$ cat src/hw/ebw_consts.svh
// Constants for the external bus wait and release controller.
// Assumes inclusion by bare name from hw/ on the include path.
`ifndef EBW_CONSTS_SVH
`define EBW_CONSTS_SVH

// Processor clock period in ns, one T phase per clock
`define EBW_CLK_PERIOD_NS 10
// Release counter end value; grant comes 3 T states after release of the pins
`define EBW_GRANT_DLY 2'h2
// Width of the programmed wait-state count
`define EBW_WS_W 4
// Data bus width
`define EBW_DATA_W 16
// Reset levels of the strobes and selects (deasserted)
`define EBW_PIN_IDLE 1'b1

`endif

$ cat src/hw/ebw_pkg.sv
// Types for the external bus wait and release controller.
// Assumes ebw_consts.svh is on the include path.
package ebw_pkg;

    // Bus phase, one clock per T state
    typedef enum logic [2:0] {
        PH_IDLE = 3'b000,
        PH_T0 = 3'b001,
        PH_T1 = 3'b010,
        PH_T2 = 3'b011,
        PH_T3 = 3'b100
    } ebw_phase_type;

    // Bus ownership
    typedef enum logic [1:0] {
        ARB_OWN = 2'b00,
        ARB_REL = 2'b01,
        ARB_GNT = 2'b10
    } ebw_arb_type;

endpackage

$ cat src/hw/ebw_bus_ctrl.sv
// External bus controller: T0-T3 sequencing, wait states, bus release.
// Assumes a core request port on the same clock; bus pins are async.
`timescale 1ns/100ps
`default_nettype none
`include "ebw_consts.svh"

// Functional notes
// RULE1 - R/W set in T0: high read, low write
// RULE2 - R/W timed like address lines, early write
// RULE3 - No external access: R/W high at T0
// RULE4 - Sample transfer ack during bus activity
// RULE5 - Zero programmed waits: end 2T after ack
// RULE6 - Waits are max of programmed and ack
// RULE7 - Keep sampling ack while count decrements
// RULE8 - Early ack still waits out programmed count
// RULE9 - Count done without ack: wait for ack
// RULE10 - Partner drives ack high in prior T3
// RULE11 - Ack low at T0, zero count: no waits
// RULE12 - Ignore ack when bus is idle
// RULE13 - After reset, bus request is input, slave
// RULE14 - Grant after few T states, release early
// RULE15 - Release tri-states strobes, selects, busy
// RULE16 - External access stalls while bus granted
// RULE17 - Regain bus after request and busy deasserted
// RULE18 - No interrupt service while stalled for bus
// RULE19 - No release during read-modify-write
// RULE20 - Read strobe low T1, data captured T3
// RULE21 - Write strobe T1, data from T2, off T3
// RULE22 - External access line high on grant, reset
// RULE23 - Master holds request, then drops request, busy
// RULE24 - Grant held for tenure, dropped on retake
module ebw_bus_ctrl (
    // Clock and reset
    input wire logic i_ref_clk,
    input wire logic i_rst_b,
    // Core access request
    input wire logic i_acc_req,
    input wire logic i_acc_write,
    input wire logic i_acc_prog,
    input wire logic i_acc_periph,
    input wire logic i_rmw,
    input wire logic [`EBW_WS_W-1:0] i_wait_cnt,
    input wire logic [`EBW_DATA_W-1:0] i_wdata,
    output logic o_acc_done,
    output logic [`EBW_DATA_W-1:0] o_rdata,
    output logic o_stall,
    output logic o_irq_block,
    // Bus pins, inputs
    input wire logic i_transfer_ack_n,
    input wire logic i_bus_request_n,
    input wire logic i_bus_busy_n,
    input wire logic [`EBW_DATA_W-1:0] i_data,
    // Bus pins, outputs and enables
    output logic o_bus_grant_n,
    output logic o_bus_busy_n,
    output logic o_bus_busy_n_oe,
    output logic o_external_access_n,
    output logic o_rw,
    output logic o_rw_oe,
    output logic o_peripheral_select_n,
    output logic o_peripheral_select_n_oe,
    output logic o_program_data_select,
    output logic o_program_data_select_oe,
    output logic o_rd_n,
    output logic o_rd_n_oe,
    output logic o_wr_n,
    output logic o_wr_n_oe,
    output logic [`EBW_DATA_W-1:0] o_data,
    output logic o_data_oe
);
    import ebw_pkg::*;

    function automatic logic ph_busy(input ebw_phase_type ph);
        ph_busy = (ph != PH_IDLE);
    endfunction

    function automatic logic ph_strobe(input ebw_phase_type ph);
        ph_strobe = (ph == PH_T1) || (ph == PH_T2);
    endfunction

    // Pin synchronisers
    logic [2:0] sync1_q;
    logic [2:0] sync2_q;
    logic [`EBW_DATA_W-1:0] din1_q;
    logic [`EBW_DATA_W-1:0] din2_q;
    wire ta_s = sync2_q[0];
    wire br_s = sync2_q[1];
    wire bb_s = sync2_q[2];

    ebw_phase_type ph_q, ph_d;
    ebw_arb_type arb_q, arb_d;
    logic [`EBW_WS_W-1:0] wcnt_q, wcnt_d;
    logic [1:0] gcnt_q;
    logic ta_ok_q;
    logic acc_wr_q;
    logic acc_prog_q;
    logic acc_per_q;
    logic [`EBW_DATA_W-1:0] wdata_q;

    // Ack counts only while a bus cycle runs
    wire ta_hit = ph_busy(ph_q) && !ta_s; // [RULE4] [RULE12]
    wire ta_ok_w = ta_ok_q || ta_hit; // [RULE7]
    wire ws_left = (wcnt_q != '0);
    wire owned = (arb_q == ARB_OWN);
    // Release only between bus cycles and outside read-modify-write
    wire rel_go = owned && !br_s && !ph_busy(ph_q) && !i_rmw; // [RULE19]
    wire accept = owned && !ph_busy(ph_q) && i_acc_req && !rel_go;
    // Leave wait states only when both sources are satisfied
    wire t2_exit = !ws_left && ta_ok_w; // [RULE6] [RULE8] [RULE9]
    wire gdone = (gcnt_q == `EBW_GRANT_DLY);
    wire regain = !br_s && 1'b0 || (br_s && bb_s); // [RULE17]
    wire acc_wr_d = accept ? i_acc_write : acc_wr_q;
    wire acc_prog_d = accept ? i_acc_prog : acc_prog_q;
    wire acc_per_d = accept ? i_acc_periph : acc_per_q;
    wire own_d = (arb_d == ARB_OWN);
    wire act_d = own_d && ph_busy(ph_d);

    always_comb begin
        ph_d = ph_q;
        case (ph_q)
            PH_IDLE: begin
                if (accept) begin
                    ph_d = PH_T0;
                end
            end
            PH_T0: ph_d = PH_T1;
            PH_T1: ph_d = PH_T2;
            PH_T2: begin
                if (t2_exit) begin
                    ph_d = PH_T3; // [RULE5] [RULE11]
                end
            end
            PH_T3: ph_d = PH_IDLE;
            default: ph_d = PH_IDLE;
        endcase
    end

    always_comb begin
        wcnt_d = wcnt_q;
        if (accept) begin
            wcnt_d = i_wait_cnt;
        end else if (ph_q == PH_T2 && ws_left) begin
            wcnt_d = wcnt_q - 1'b1; // [RULE7]
        end
    end

    // Slave mode only: request is always an input here
    always_comb begin
        arb_d = arb_q; // [RULE13]
        case (arb_q)
            ARB_OWN: begin
                if (rel_go) begin
                    arb_d = ARB_REL; // [RULE14]
                end
            end
            ARB_REL: begin
                if (gdone) begin
                    arb_d = ARB_GNT;
                end
            end
            ARB_GNT: begin
                if (regain) begin
                    arb_d = ARB_OWN; // [RULE24]
                end
            end
            default: arb_d = ARB_OWN;
        endcase
    end

    always_ff @(posedge i_ref_clk or negedge i_rst_b) begin
        if (!i_rst_b) begin
            sync1_q <= 3'h7;
            sync2_q <= 3'h7;
            din1_q <= '0;
            din2_q <= '0;
        end else begin
            sync1_q <= {i_bus_busy_n, i_bus_request_n, i_transfer_ack_n};
            sync2_q <= sync1_q;
            din1_q <= i_data;
            din2_q <= din1_q;
        end
    end

    always_ff @(posedge i_ref_clk or negedge i_rst_b) begin
        if (!i_rst_b) begin
            ph_q <= PH_IDLE;
            arb_q <= ARB_OWN;
            wcnt_q <= '0;
            gcnt_q <= 2'h0;
            ta_ok_q <= 1'b0;
        end else begin
            ph_q <= ph_d;
            arb_q <= arb_d;
            wcnt_q <= wcnt_d;
            gcnt_q <= (arb_q == ARB_REL) ? gcnt_q + 2'h1 : 2'h0;
            ta_ok_q <= ph_busy(ph_q) ? ta_ok_w : 1'b0; // [RULE12]
        end
    end

    always_ff @(posedge i_ref_clk or negedge i_rst_b) begin
        if (!i_rst_b) begin
            acc_wr_q <= 1'b0;
            acc_prog_q <= 1'b0;
            acc_per_q <= 1'b0;
            wdata_q <= '0;
        end else begin
            acc_wr_q <= acc_wr_d;
            acc_prog_q <= acc_prog_d;
            acc_per_q <= acc_per_d;
            wdata_q <= accept ? i_wdata : wdata_q;
        end
    end

    // Core side answers
    wire stall_d = i_acc_req && !owned; // [RULE16]
    always_ff @(posedge i_ref_clk or negedge i_rst_b) begin
        if (!i_rst_b) begin
            o_acc_done <= 1'b0;
            o_rdata <= '0;
            o_stall <= 1'b0;
            o_irq_block <= 1'b0;
        end else begin
            o_acc_done <= (ph_q == PH_T3);
            if (ph_q == PH_T3 && !acc_wr_q) begin
                o_rdata <= din2_q; // [RULE20]
            end
            o_stall <= stall_d;
            o_irq_block <= stall_d; // [RULE18]
        end
    end

    // Pin outputs, registered from the next state
    always_ff @(posedge i_ref_clk or negedge i_rst_b) begin
        if (!i_rst_b) begin
            o_bus_grant_n <= `EBW_PIN_IDLE;
            o_bus_busy_n <= `EBW_PIN_IDLE;
            o_bus_busy_n_oe <= 1'b0;
            o_external_access_n <= `EBW_PIN_IDLE; // [RULE22]
            o_rw <= `EBW_PIN_IDLE;
            o_rw_oe <= 1'b0;
            o_peripheral_select_n <= `EBW_PIN_IDLE;
            o_peripheral_select_n_oe <= 1'b0;
            o_program_data_select <= `EBW_PIN_IDLE;
            o_program_data_select_oe <= 1'b0;
            o_rd_n <= `EBW_PIN_IDLE;
            o_rd_n_oe <= 1'b0;
            o_wr_n <= `EBW_PIN_IDLE;
            o_wr_n_oe <= 1'b0;
            o_data <= '0;
            o_data_oe <= 1'b0;
        end else begin
            o_bus_grant_n <= (arb_d != ARB_GNT); // [RULE14] [RULE24]
            o_bus_busy_n <= !own_d;
            o_bus_busy_n_oe <= own_d; // [RULE15]
            o_external_access_n <= !act_d; // [RULE22]
            o_rw <= !(act_d && acc_wr_d); // [RULE1] [RULE2] [RULE3]
            o_rw_oe <= own_d; // [RULE15]
            o_peripheral_select_n <= !(act_d && acc_per_d && !acc_prog_d);
            o_peripheral_select_n_oe <= own_d;
            o_program_data_select <= !act_d || acc_prog_d;
            o_program_data_select_oe <= own_d;
            o_rd_n <= !(own_d && ph_strobe(ph_d) && !acc_wr_d); // [RULE20]
            o_rd_n_oe <= own_d;
            o_wr_n <= !(own_d && ph_strobe(ph_d) && acc_wr_d); // [RULE21]
            o_wr_n_oe <= own_d;
            o_data <= wdata_q;
            o_data_oe <= own_d && acc_wr_d &&
                ((ph_d == PH_T2) || (ph_d == PH_T3)); // [RULE21]
        end
    end
endmodule
`default_nettype wire

$ cat config.mk
export PLATFORM = sky130hd
export DESIGN_NAME = ebw_bus_ctrl
export DESIGN_NICKNAME = d
export VERILOG_FILES = /design/src/hw/ebw_pkg.sv /design/src/hw/ebw_bus_ctrl.sv
export VERILOG_INCLUDE_DIRS = /design/src /design/src/hw
export SDC_FILE = /design/constraint.sdc
export NUM_CORES = 1
export LEC_CHECK = 0
export ABC_AREA = 1
export BUFFER_PORTS_ARGS = -buffer_cell sky130_fd_sc_hd__buf_2
export CAP_MARGIN = 20
export CORE_MARGIN = 1
export CORE_UTILIZATION = 32
export DETAILED_ROUTE_END_ITERATION = 8
export PLACE_DENSITY_LB_ADDON = 0.3
export SKIP_LAST_GASP = 1
export SLEW_MARGIN = 0
export SYNTH_ARGS = -nofsm -noshare
export SYNTH_HDL_FRONTEND = slang
export SYNTH_SLANG_ARGS = --single-unit
export TNS_END_PERCENT = 5
$ cat constraint.sdc
create_clock -name i_ref_clk -period 2.54 [get_ports i_ref_clk]
set_input_delay 0.254 -clock i_ref_clk [delete_from_list [all_inputs] [get_ports i_ref_clk]]
set_output_delay 0.254 -clock i_ref_clk [all_outputs]
set_load 0.02 [all_outputs]
==> results.py, run 1 <==
metrics = {
    "clocking": {
        "clock_tree_from_tritoncts": "built",
        "clk_transition_reported_paths_ns": 0.05,
        "postCtsHoldBufs": 20,
        "clk_latency_ns": 0.40,
        "cts.repair.resized": 0,
        "numCtsBuffers": 17,
        "h-tree-depth": 4,
        "ctsRootBufferMaster": "sky130_fd_sc_hd__clkbuf_16",
        "ctsLongestPathBuffers": 2,
        "postCtsSetupRepairBufs": 0,
        "numClockSinks": 113,
    },
    "worst_setup_path": {
        "max_stage_delay_ns": 0.36,
        "ff2ff_setup_slack_ns": 0.87,
        "worst_r2r_endpoint": "o_rw",
        "critical_path.reg2reg.startpoint": "sync2_q[1]",
        "cp_slowest_cell": "sky130_fd_sc_hd__dfstp_2",
        "worst_ep_arrival_time_ns": 2.00,
        "worst-setup-path-type": "reg2reg",
        "r2r.worst_path.cells": 9,
        "critical_path.n_buffers_inverters": 2,
        "critical_path_required_ns": 2.87,
        "critPathCaptureType": "flop",
        "crit_top_cell": "sky130_fd_sc_hd__nor2_1",
        "path_depth": 9,
        "worst_setup_path_endpoint": "o_rw",
        "timing.critical_path.fanout_max": 25,
        "critical_path_launch_point": "sync2_q[1]",
        "nature_of_the_critical_path_startpoint": "flop",
        "critical-path-top-delay-family": "simple AND/OR/NAND/NOR gates",
        "critical_path.cell_chain": "nor2_1 > nor2_1 > nand3_2 > buf_4 > nand2_1 > o21ai_2 > inv_1 > nor2_1 > nand2_1",
    },
    "synth": {
        "synth.ff_latch_count": 113,
        "synthDominantCellAreaShare_pct": 65.5,
        "post-synth-top-count-cell": "sky130_fd_sc_hd__dfrtp_1",
        "synth.avg_cell_area_um2": 13.0,
        "syn-instance-count": 291,
        "top_post_synthesis_cells_by_count": "sky130_fd_sc_hd__dfrtp_1 (99), sky130_fd_sc_hd__nand2_1 (82), sky130_fd_sc_hd__inv_1 (21), sky130_fd_sc_hd__dfstp_2 (14), sky130_fd_sc_hd__nor2_1 (12)",
        "synth_area_um2": 3780,
        "ys_types": 27,
        "yosys.area_share.adder_pct": 0.661,
        "yosys_synthesis_warning_count": 0,
        "yosysTopAreaCell": "sky130_fd_sc_hd__dfrtp_1",
        "synth_area_in_compound_gates_pct": 1.22,
        "synth_nets": 339,
        "postSynth.topFlopCell": "sky130_fd_sc_hd__dfrtp_1",
        "synth_top_family_by_area": "simple AND/OR/NAND/NOR gates",
        "post_synthesis_share_of_cell_area_spent_on_xor_and_xnor_gates_pct": 0.231,
        "muxShareOfSynthArea_pct": 4.76,
        "synth-simple-area-share_pct": 13.6,
        "synthArstFlopShare_pct": 100,
        "post_synth_main_area_contributors": "sky130_fd_sc_hd__dfrtp_1 (65%), sky130_fd_sc_hd__dfstp_2 (9.7%), sky130_fd_sc_hd__nand2_1 (8.1%)",
        "synth_enable_flop_cells": 0,
        "seq_area_frac_synth_pct": 75.2,
    },
    "power": {
        "power.density_nw_per_um2": 1260,
        "max-vdd-ir-drop_v": 0.000712,
        "p_leak_nw": 2.66,
    },
    "outcome": {
        "status": "finished clean",
    },
    "job": {
        "drv_cap": 0,
    },
    "timing": {
        "final_max_slew_viol_count": 0,
        "unrepaired_setup_endpoints_after_global_routing": "no",
        "max_slew.worst_pin.slew_ns": 0.679,
        "setup_violations": 0,
        "post-route-min-period_ns": 1.67,
        "max_freq_mhz": 599,
        "slew-limit-headroom_pct": 54.8,
        "timing.clock.skew_ns": 0.00621,
        "setup_tns_ns": 0,
        "period_share_pct": 65.7,
        "final-hold-violation-count": 0,
    },
    "global_route": {
        "grt_antenna_before_repair": 0,
        "overflow": 0,
        "globalRouteMet3Util_pct": 6.01,
        "gr-max-usage-layer": "met2",
        "grt_pass1_vias": 2513,
        "groute.layer.met2.usage_pct": 18.7,
        "grt_pass1_wl_um": 12100,
        "globalRouteTotalUtil_pct": 13.0,
        "grt_start_max_net_pins": 54,
        "met1_usage_in_global_routing_pct": 16.2,
    },
    "cells_and_area": {
        "share_of_cells_above_drive_strength_1_pct": 38.3,
        "flow.area_growth_from_synthesis_pct": 38.2,
        "final_core_util_pct": 45.6,
        "insertedDiodeCount": 0,
        "design.final.nets": 468,
    },
    "place": {
        "globalplace.congestion": 0.788,
        "placement.io_buffers": 95,
        "detailedPlacementHpwl_um": 4630,
    },
    "drt": {
        "finalWirelength_um": 6960,
        "antenna_viol_nets_final": 0,
        "wire_per_inst_um": 12.1,
        "drtPass1Iterations": 4,
        "dr.first_iter.drc_count": 139,
        "via_per_inst": 4.15,
        "route.vias.total": 2393,
        "route.detailed.drc": 0,
    },
    "die": {
        "core-area_um2": 11500,
        "initial_standard_cell_utilization_of_the_core_pct": 33.0,
        "die_area_um2": 12300,
        "design.portCount": 96,
        "num_rows": 39,
        "chipWidth_um": 111,
        "die_height_um": 111,
    },
    "worst_hold_path": {
        "hp-class": "in2reg",
    },
}
## kinds of logic (layout without fill, tap and decap cells)
group	Yosys count	count (layout)
adders and majority gates	2	2
AOI/OAI and AO/OA	8	8
muxes	16	16
buffers and inverters	34	176
xor gates and xnor gates	1	1
DFF	113	113
and+or+nand+nor	117	117
## per-layer routing
metal,part of all wire (%),wire [um],up-vias
met3,6.5,451,8
met1,46,3210,1143
met2,46,3170,76
met4,1.8,124,0
li1,-,-,1166
met5,0,0,-
## layout by cell type, fill, tap and decap left out, types with 5 or more instances in the layout
cell | Yosys | layout
sky130_fd_sc_hd__inv_1 | 21 | 21
sky130_fd_sc_hd__dfstp_2 | 14 | 14
sky130_fd_sc_hd__mux2_1 | 9 | 9
sky130_fd_sc_hd__dlygate4sd3_1 | 0 | 20
sky130_fd_sc_hd__buf_4 | 6 | 5
sky130_fd_sc_hd__mux2_2 | 7 | 7
sky130_fd_sc_hd__buf_2 | 1 | 94
sky130_fd_sc_hd__nand3_1 | 9 | 9
sky130_fd_sc_hd__nand2_1 | 82 | 82
sky130_fd_sc_hd__clkinv_4 | 0 | 5
sky130_fd_sc_hd__dfrtp_1 | 99 | 99
sky130_fd_sc_hd__nor2_1 | 12 | 12
sky130_fd_sc_hd__clkbuf_16 | 0 | 17
## worst reg2reg max path, stage by stage, from the launching register on
cell                      delay [ns]
sky130_fd_sc_hd__dfstp_2        0.36
sky130_fd_sc_hd__nor2_1         0.27
sky130_fd_sc_hd__nor2_1         0.14
sky130_fd_sc_hd__nand3_2        0.09
sky130_fd_sc_hd__buf_4          0.28
sky130_fd_sc_hd__nand2_1        0.10
sky130_fd_sc_hd__o21ai_2        0.07
sky130_fd_sc_hd__inv_1          0.08
sky130_fd_sc_hd__nor2_1         0.13
sky130_fd_sc_hd__nand2_1        0.07
## flip-flops by register name, summed over array words and instances (netlist names), 2 cells and up
name and flops:
gcnt_q 2, o_data 16, o_rdata 16, din2_q 16
sync2_q 3, wcnt_q 4, sync1_q 3, arb_q 2
ph_q 3, wdata_q 16, din1_q 16
## per-stage QoR
step / hold slack, ns / cells / area (um^2) / setup WS [ns] / total power, mW
finish: 0.0447 / 576 / 5230 / 0.872 / 6.57
global route: 0.0342 / 576 / 5230 / 0.638 / 6.99
CTS: 0.0245 / 576 / 5230 / 0.818 / 6.67
detailed placement: 0.336 / 524 / 4420 / 0.824 / 4.21
global placement: 0.332 / 524 / 4420 / 0.902 / 4.17
floorplan: -0.0416 / 291 / 3780 / 1.14 / 3.69
## worst min path at each step
stage | slack, ns | cells past startpoint | startpoint | to
2_1_floorplan | -0.04 | 0 | i_rst_b | acc_per_q
3_3_place_gp | 0.33 | 1 | i_rst_b | o_rdata[13]
3_5_place_dp | 0.34 | 1 | i_rst_b | o_rdata[13]
4_1_cts | 0.02 | 3 | i_wdata[4] | wdata_q[4]
5_1_grt | 0.03 | 3 | i_wdata[7] | wdata_q[7]
6_report | 0.04 | 3 | i_wdata[4] | wdata_q[4]
## report_power, final
part	switching, mW	internal, mW	leakage (nW)
Sequential	0.240	2.37	1.35
Combinational	1.01	0.570	1.01
Clock	0.794	1.59	0.303
## final cells by class
type / count / area (um^2)
inverters: 24 / 90.1
repair buffers: 120 / 728
flip-flops and latches: 113 / 2850
well taps: 143 / 179
multi-input cells: 144 / 773
fillers: 1078 / 6240
clock inverters: 13 / 161
clock buffers: 19 / 453
(Power assumes the default switching activity.)
==> run 2, diff against run 1 <==
clock period = 1.6 ns   (was 2.54 ns; I/O delays follow)
==> run 2 against run 1 <==
  * Fmax is 10% higher
  * Sequential share of layout area shrank 2.4 points
  * Count of clock-buffer cells in the layout is 7 higher
  * Cell count rose by 3.8%
  * Register-to-register slack worse by 0.79 ns
  * Non-clock buffer count up 22
  * Utilization grew 2.1 points
  * Setup slack got worse by 0.79 ns
  * Total power rose by 59%
  * Sequential cell count is the same
  * Largest power group unchanged
==> results.py, run 2 (synthesis gave the netlist of run 1 again) <==
metrics = {
    "outcome": {
        "status": "finished clean",
    },
    "drt": {
        "antenna_viol_nets_final": 0,
        "route.detailed.drc": 0,
        "dr.first_iter.drc_count": 147,
        "drtPass1Iterations": 4,
        "wire_per_inst_um": 11.9,
        "finalWirelength_um": 7120,
        "route.vias.total": 2482,
        "via_per_inst": 4.15,
    },
    "worst_setup_path": {
        "worst-setup-path-type": "reg2reg",
        "ff2ff_setup_slack_ns": 0.09,
        "critPathCaptureType": "flop",
        "r2r.worst_path.cells": 5,
        "timing.critical_path.fanout_max": 16,
        "critical_path_required_ns": 1.88,
        "worst_r2r_endpoint": "o_rdata[10]",
        "nature_of_the_critical_path_startpoint": "flop",
        "critical_path.reg2reg.startpoint": "ph_q[1]",
        "worst_ep_arrival_time_ns": 1.80,
    },
    "cells_and_area": {
        "share_of_cells_above_drive_strength_1_pct": 36.3,
        "final_core_util_pct": 47.7,
        "insertedDiodeCount": 0,
        "final_common_cell": "sky130_fd_sc_hd__dfrtp_1",
        "design.final.nets": 490,
        "final_cell_mix": "sky130_fd_sc_hd__dfrtp_1 (99), sky130_fd_sc_hd__buf_2 (94), sky130_fd_sc_hd__nand2_1 (82), sky130_fd_sc_hd__dlygate4sd3_1 (41), sky130_fd_sc_hd__inv_1 (21)",
        "flow.area_growth_from_synthesis_pct": 44.5,
        "instances_no_fill": 598,
    },
    "worst_hold_path": {
        "hp-class": "in2reg",
        "hold_end": "acc_per_q",
        "hp-start": "i_acc_periph",
        "worst_hold_path.num_cells": 3,
    },
    "die": {
        "chipWidth_um": 111,
        "num_rows": 39,
        "design.portCount": 96,
        "core-area_um2": 11500,
        "initial_standard_cell_utilization_of_the_core_pct": 33.0,
        "die_height_um": 111,
        "die_area_um2": 12300,
    },
    "timing": {
        "final-hold-violation-count": 0,
        "setup_violations": 0,
        "max_slew.worst_pin.slew_ns": 0.378,
        "layout_setup_ws_ns": 0.0862,
        "slew-limit-headroom_pct": 74.8,
        "period_share_pct": 94.6,
        "whs_ns": 0.0280,
        "post-route-min-period_ns": 1.51,
        "timing.clock.skew_ns": 0.0149,
        "final_max_slew_viol_count": 0,
        "max_freq_mhz": 661,
    },
    "power": {
        "max-vdd-ir-drop_v": 0.00109,
        "power.density_nw_per_um2": 1910,
        "p_leak_nw": 2.76,
    },
    "clocking": {
        "clock_tree_from_tritoncts": "built",
        "postCtsSetupRepairBufs": 0,
        "clk_transition_reported_paths_ns": 0.05,
        "numClockSinks": 113,
        "h-tree-depth": 4,
        "clk_latency_ns": 0.42,
        "ctsRootBufferMaster": "sky130_fd_sc_hd__clkbuf_16",
        "ctsLongestPathBuffers": 2,
        "numCtsBuffers": 17,
    },
    "global_route": {
        "grt_start_max_net_pins": 54,
        "gr-max-usage-layer": "met2",
        "globalRouteMet3Util_pct": 6.01,
        "overflow": 0,
        "met1_usage_in_global_routing_pct": 16.2,
        "groute.layer.met2.usage_pct": 19.0,
        "globalRouteTotalUtil_pct": 13.2,
        "grt_pass1_vias": 2598,
        "grt_antenna_before_repair": 0,
        "grt_pass1_wl_um": 12200,
    },
    "place": {
        "dp_slack_ns": -0.0219,
        "detailedPlacementHpwl_um": 4630,
        "placement.io_buffers": 95,
        "placed_cells": 525,
        "globalplace.congestion": 0.771,
    },
    "job": {
        "drv_cap": 0,
    },
}
run 2: cell count changes in the layout (fill, tap and decap cells not counted), sizes merged:
cell	delta
dlygate4sd3	+21
clkinvlp	-1
bufinv	-1
clkinv	-5
buf	+1
clkbuf	+7
run 2: how the worst max path moves through the flow:
stage                     startpoint          end  slack, ns  cells after the start
final                        ph_q[1]  o_rdata[10]       0.09                      5
after global routing         ph_q[1]   o_rdata[8]      -0.01                      5
after CTS                    ph_q[1]  o_rdata[10]        0.1                      5
after detailed placement     ph_q[1]   o_rdata[6]      -0.02                      5
after global placement       ph_q[1]  o_rdata[14]       0.04                      5
after floorplan           sync2_q[1]    wcnt_q[0]       0.20                      6
run 2: layer usage:
layer	part of all wire (%)	wire (um)
met5	0	0
met4	2.9	204
met3	5.8	416
met2	46	3250
met1	46	3250
run 2: final cells by class:
class,count,area [um^2]
Inverter,24,90.1
Multi-Input combinational cell,144,796
Tap cell,143,179
Clock buffer,26,509
Timing Repair Buffer,142,971
Clock inverter,6,80.1
Sequential cell,113,2850
Fill cell,1022,6000
run 2: power by group:
part           switching, mW  internal [mW]
combinational           1.66          0.960
sequential             0.374           3.76
clock                   1.20           2.48
run 2: critical path, stage by stage (launching register included):
cell                      delay (ns)
sky130_fd_sc_hd__dfrtp_1        0.44
sky130_fd_sc_hd__inv_1          0.11
sky130_fd_sc_hd__nand2_1        0.10
sky130_fd_sc_hd__nor2_2         0.17
sky130_fd_sc_hd__nand2_4        0.20
sky130_fd_sc_hd__mux2_1         0.36
run 2: timing repair:
action / in CTS / in global routing
endpoints found under the setup margin: 9 / 6
gates resized for setup: 1 / 4
pin swaps: 0 / 1
hold buffers: 41 / 0
hold endpoints to repair: 66 / 0
run 2: through the flow:
| step | cell area [um^2] | setup TNS, ns | total power, mW |
|---|---|---|---|
| final | 5470 | 0 | 10.4 |
| after global routing | 5470 | -0.0375 | 11.1 |
| after CTS | 5450 | 0 | 10.5 |
| after detailed placement | 4450 | -0.0804 | 6.71 |
| after global placement | 4450 | 0 | 6.63 |
| after floorplan | 3780 | 0 | 5.86 |
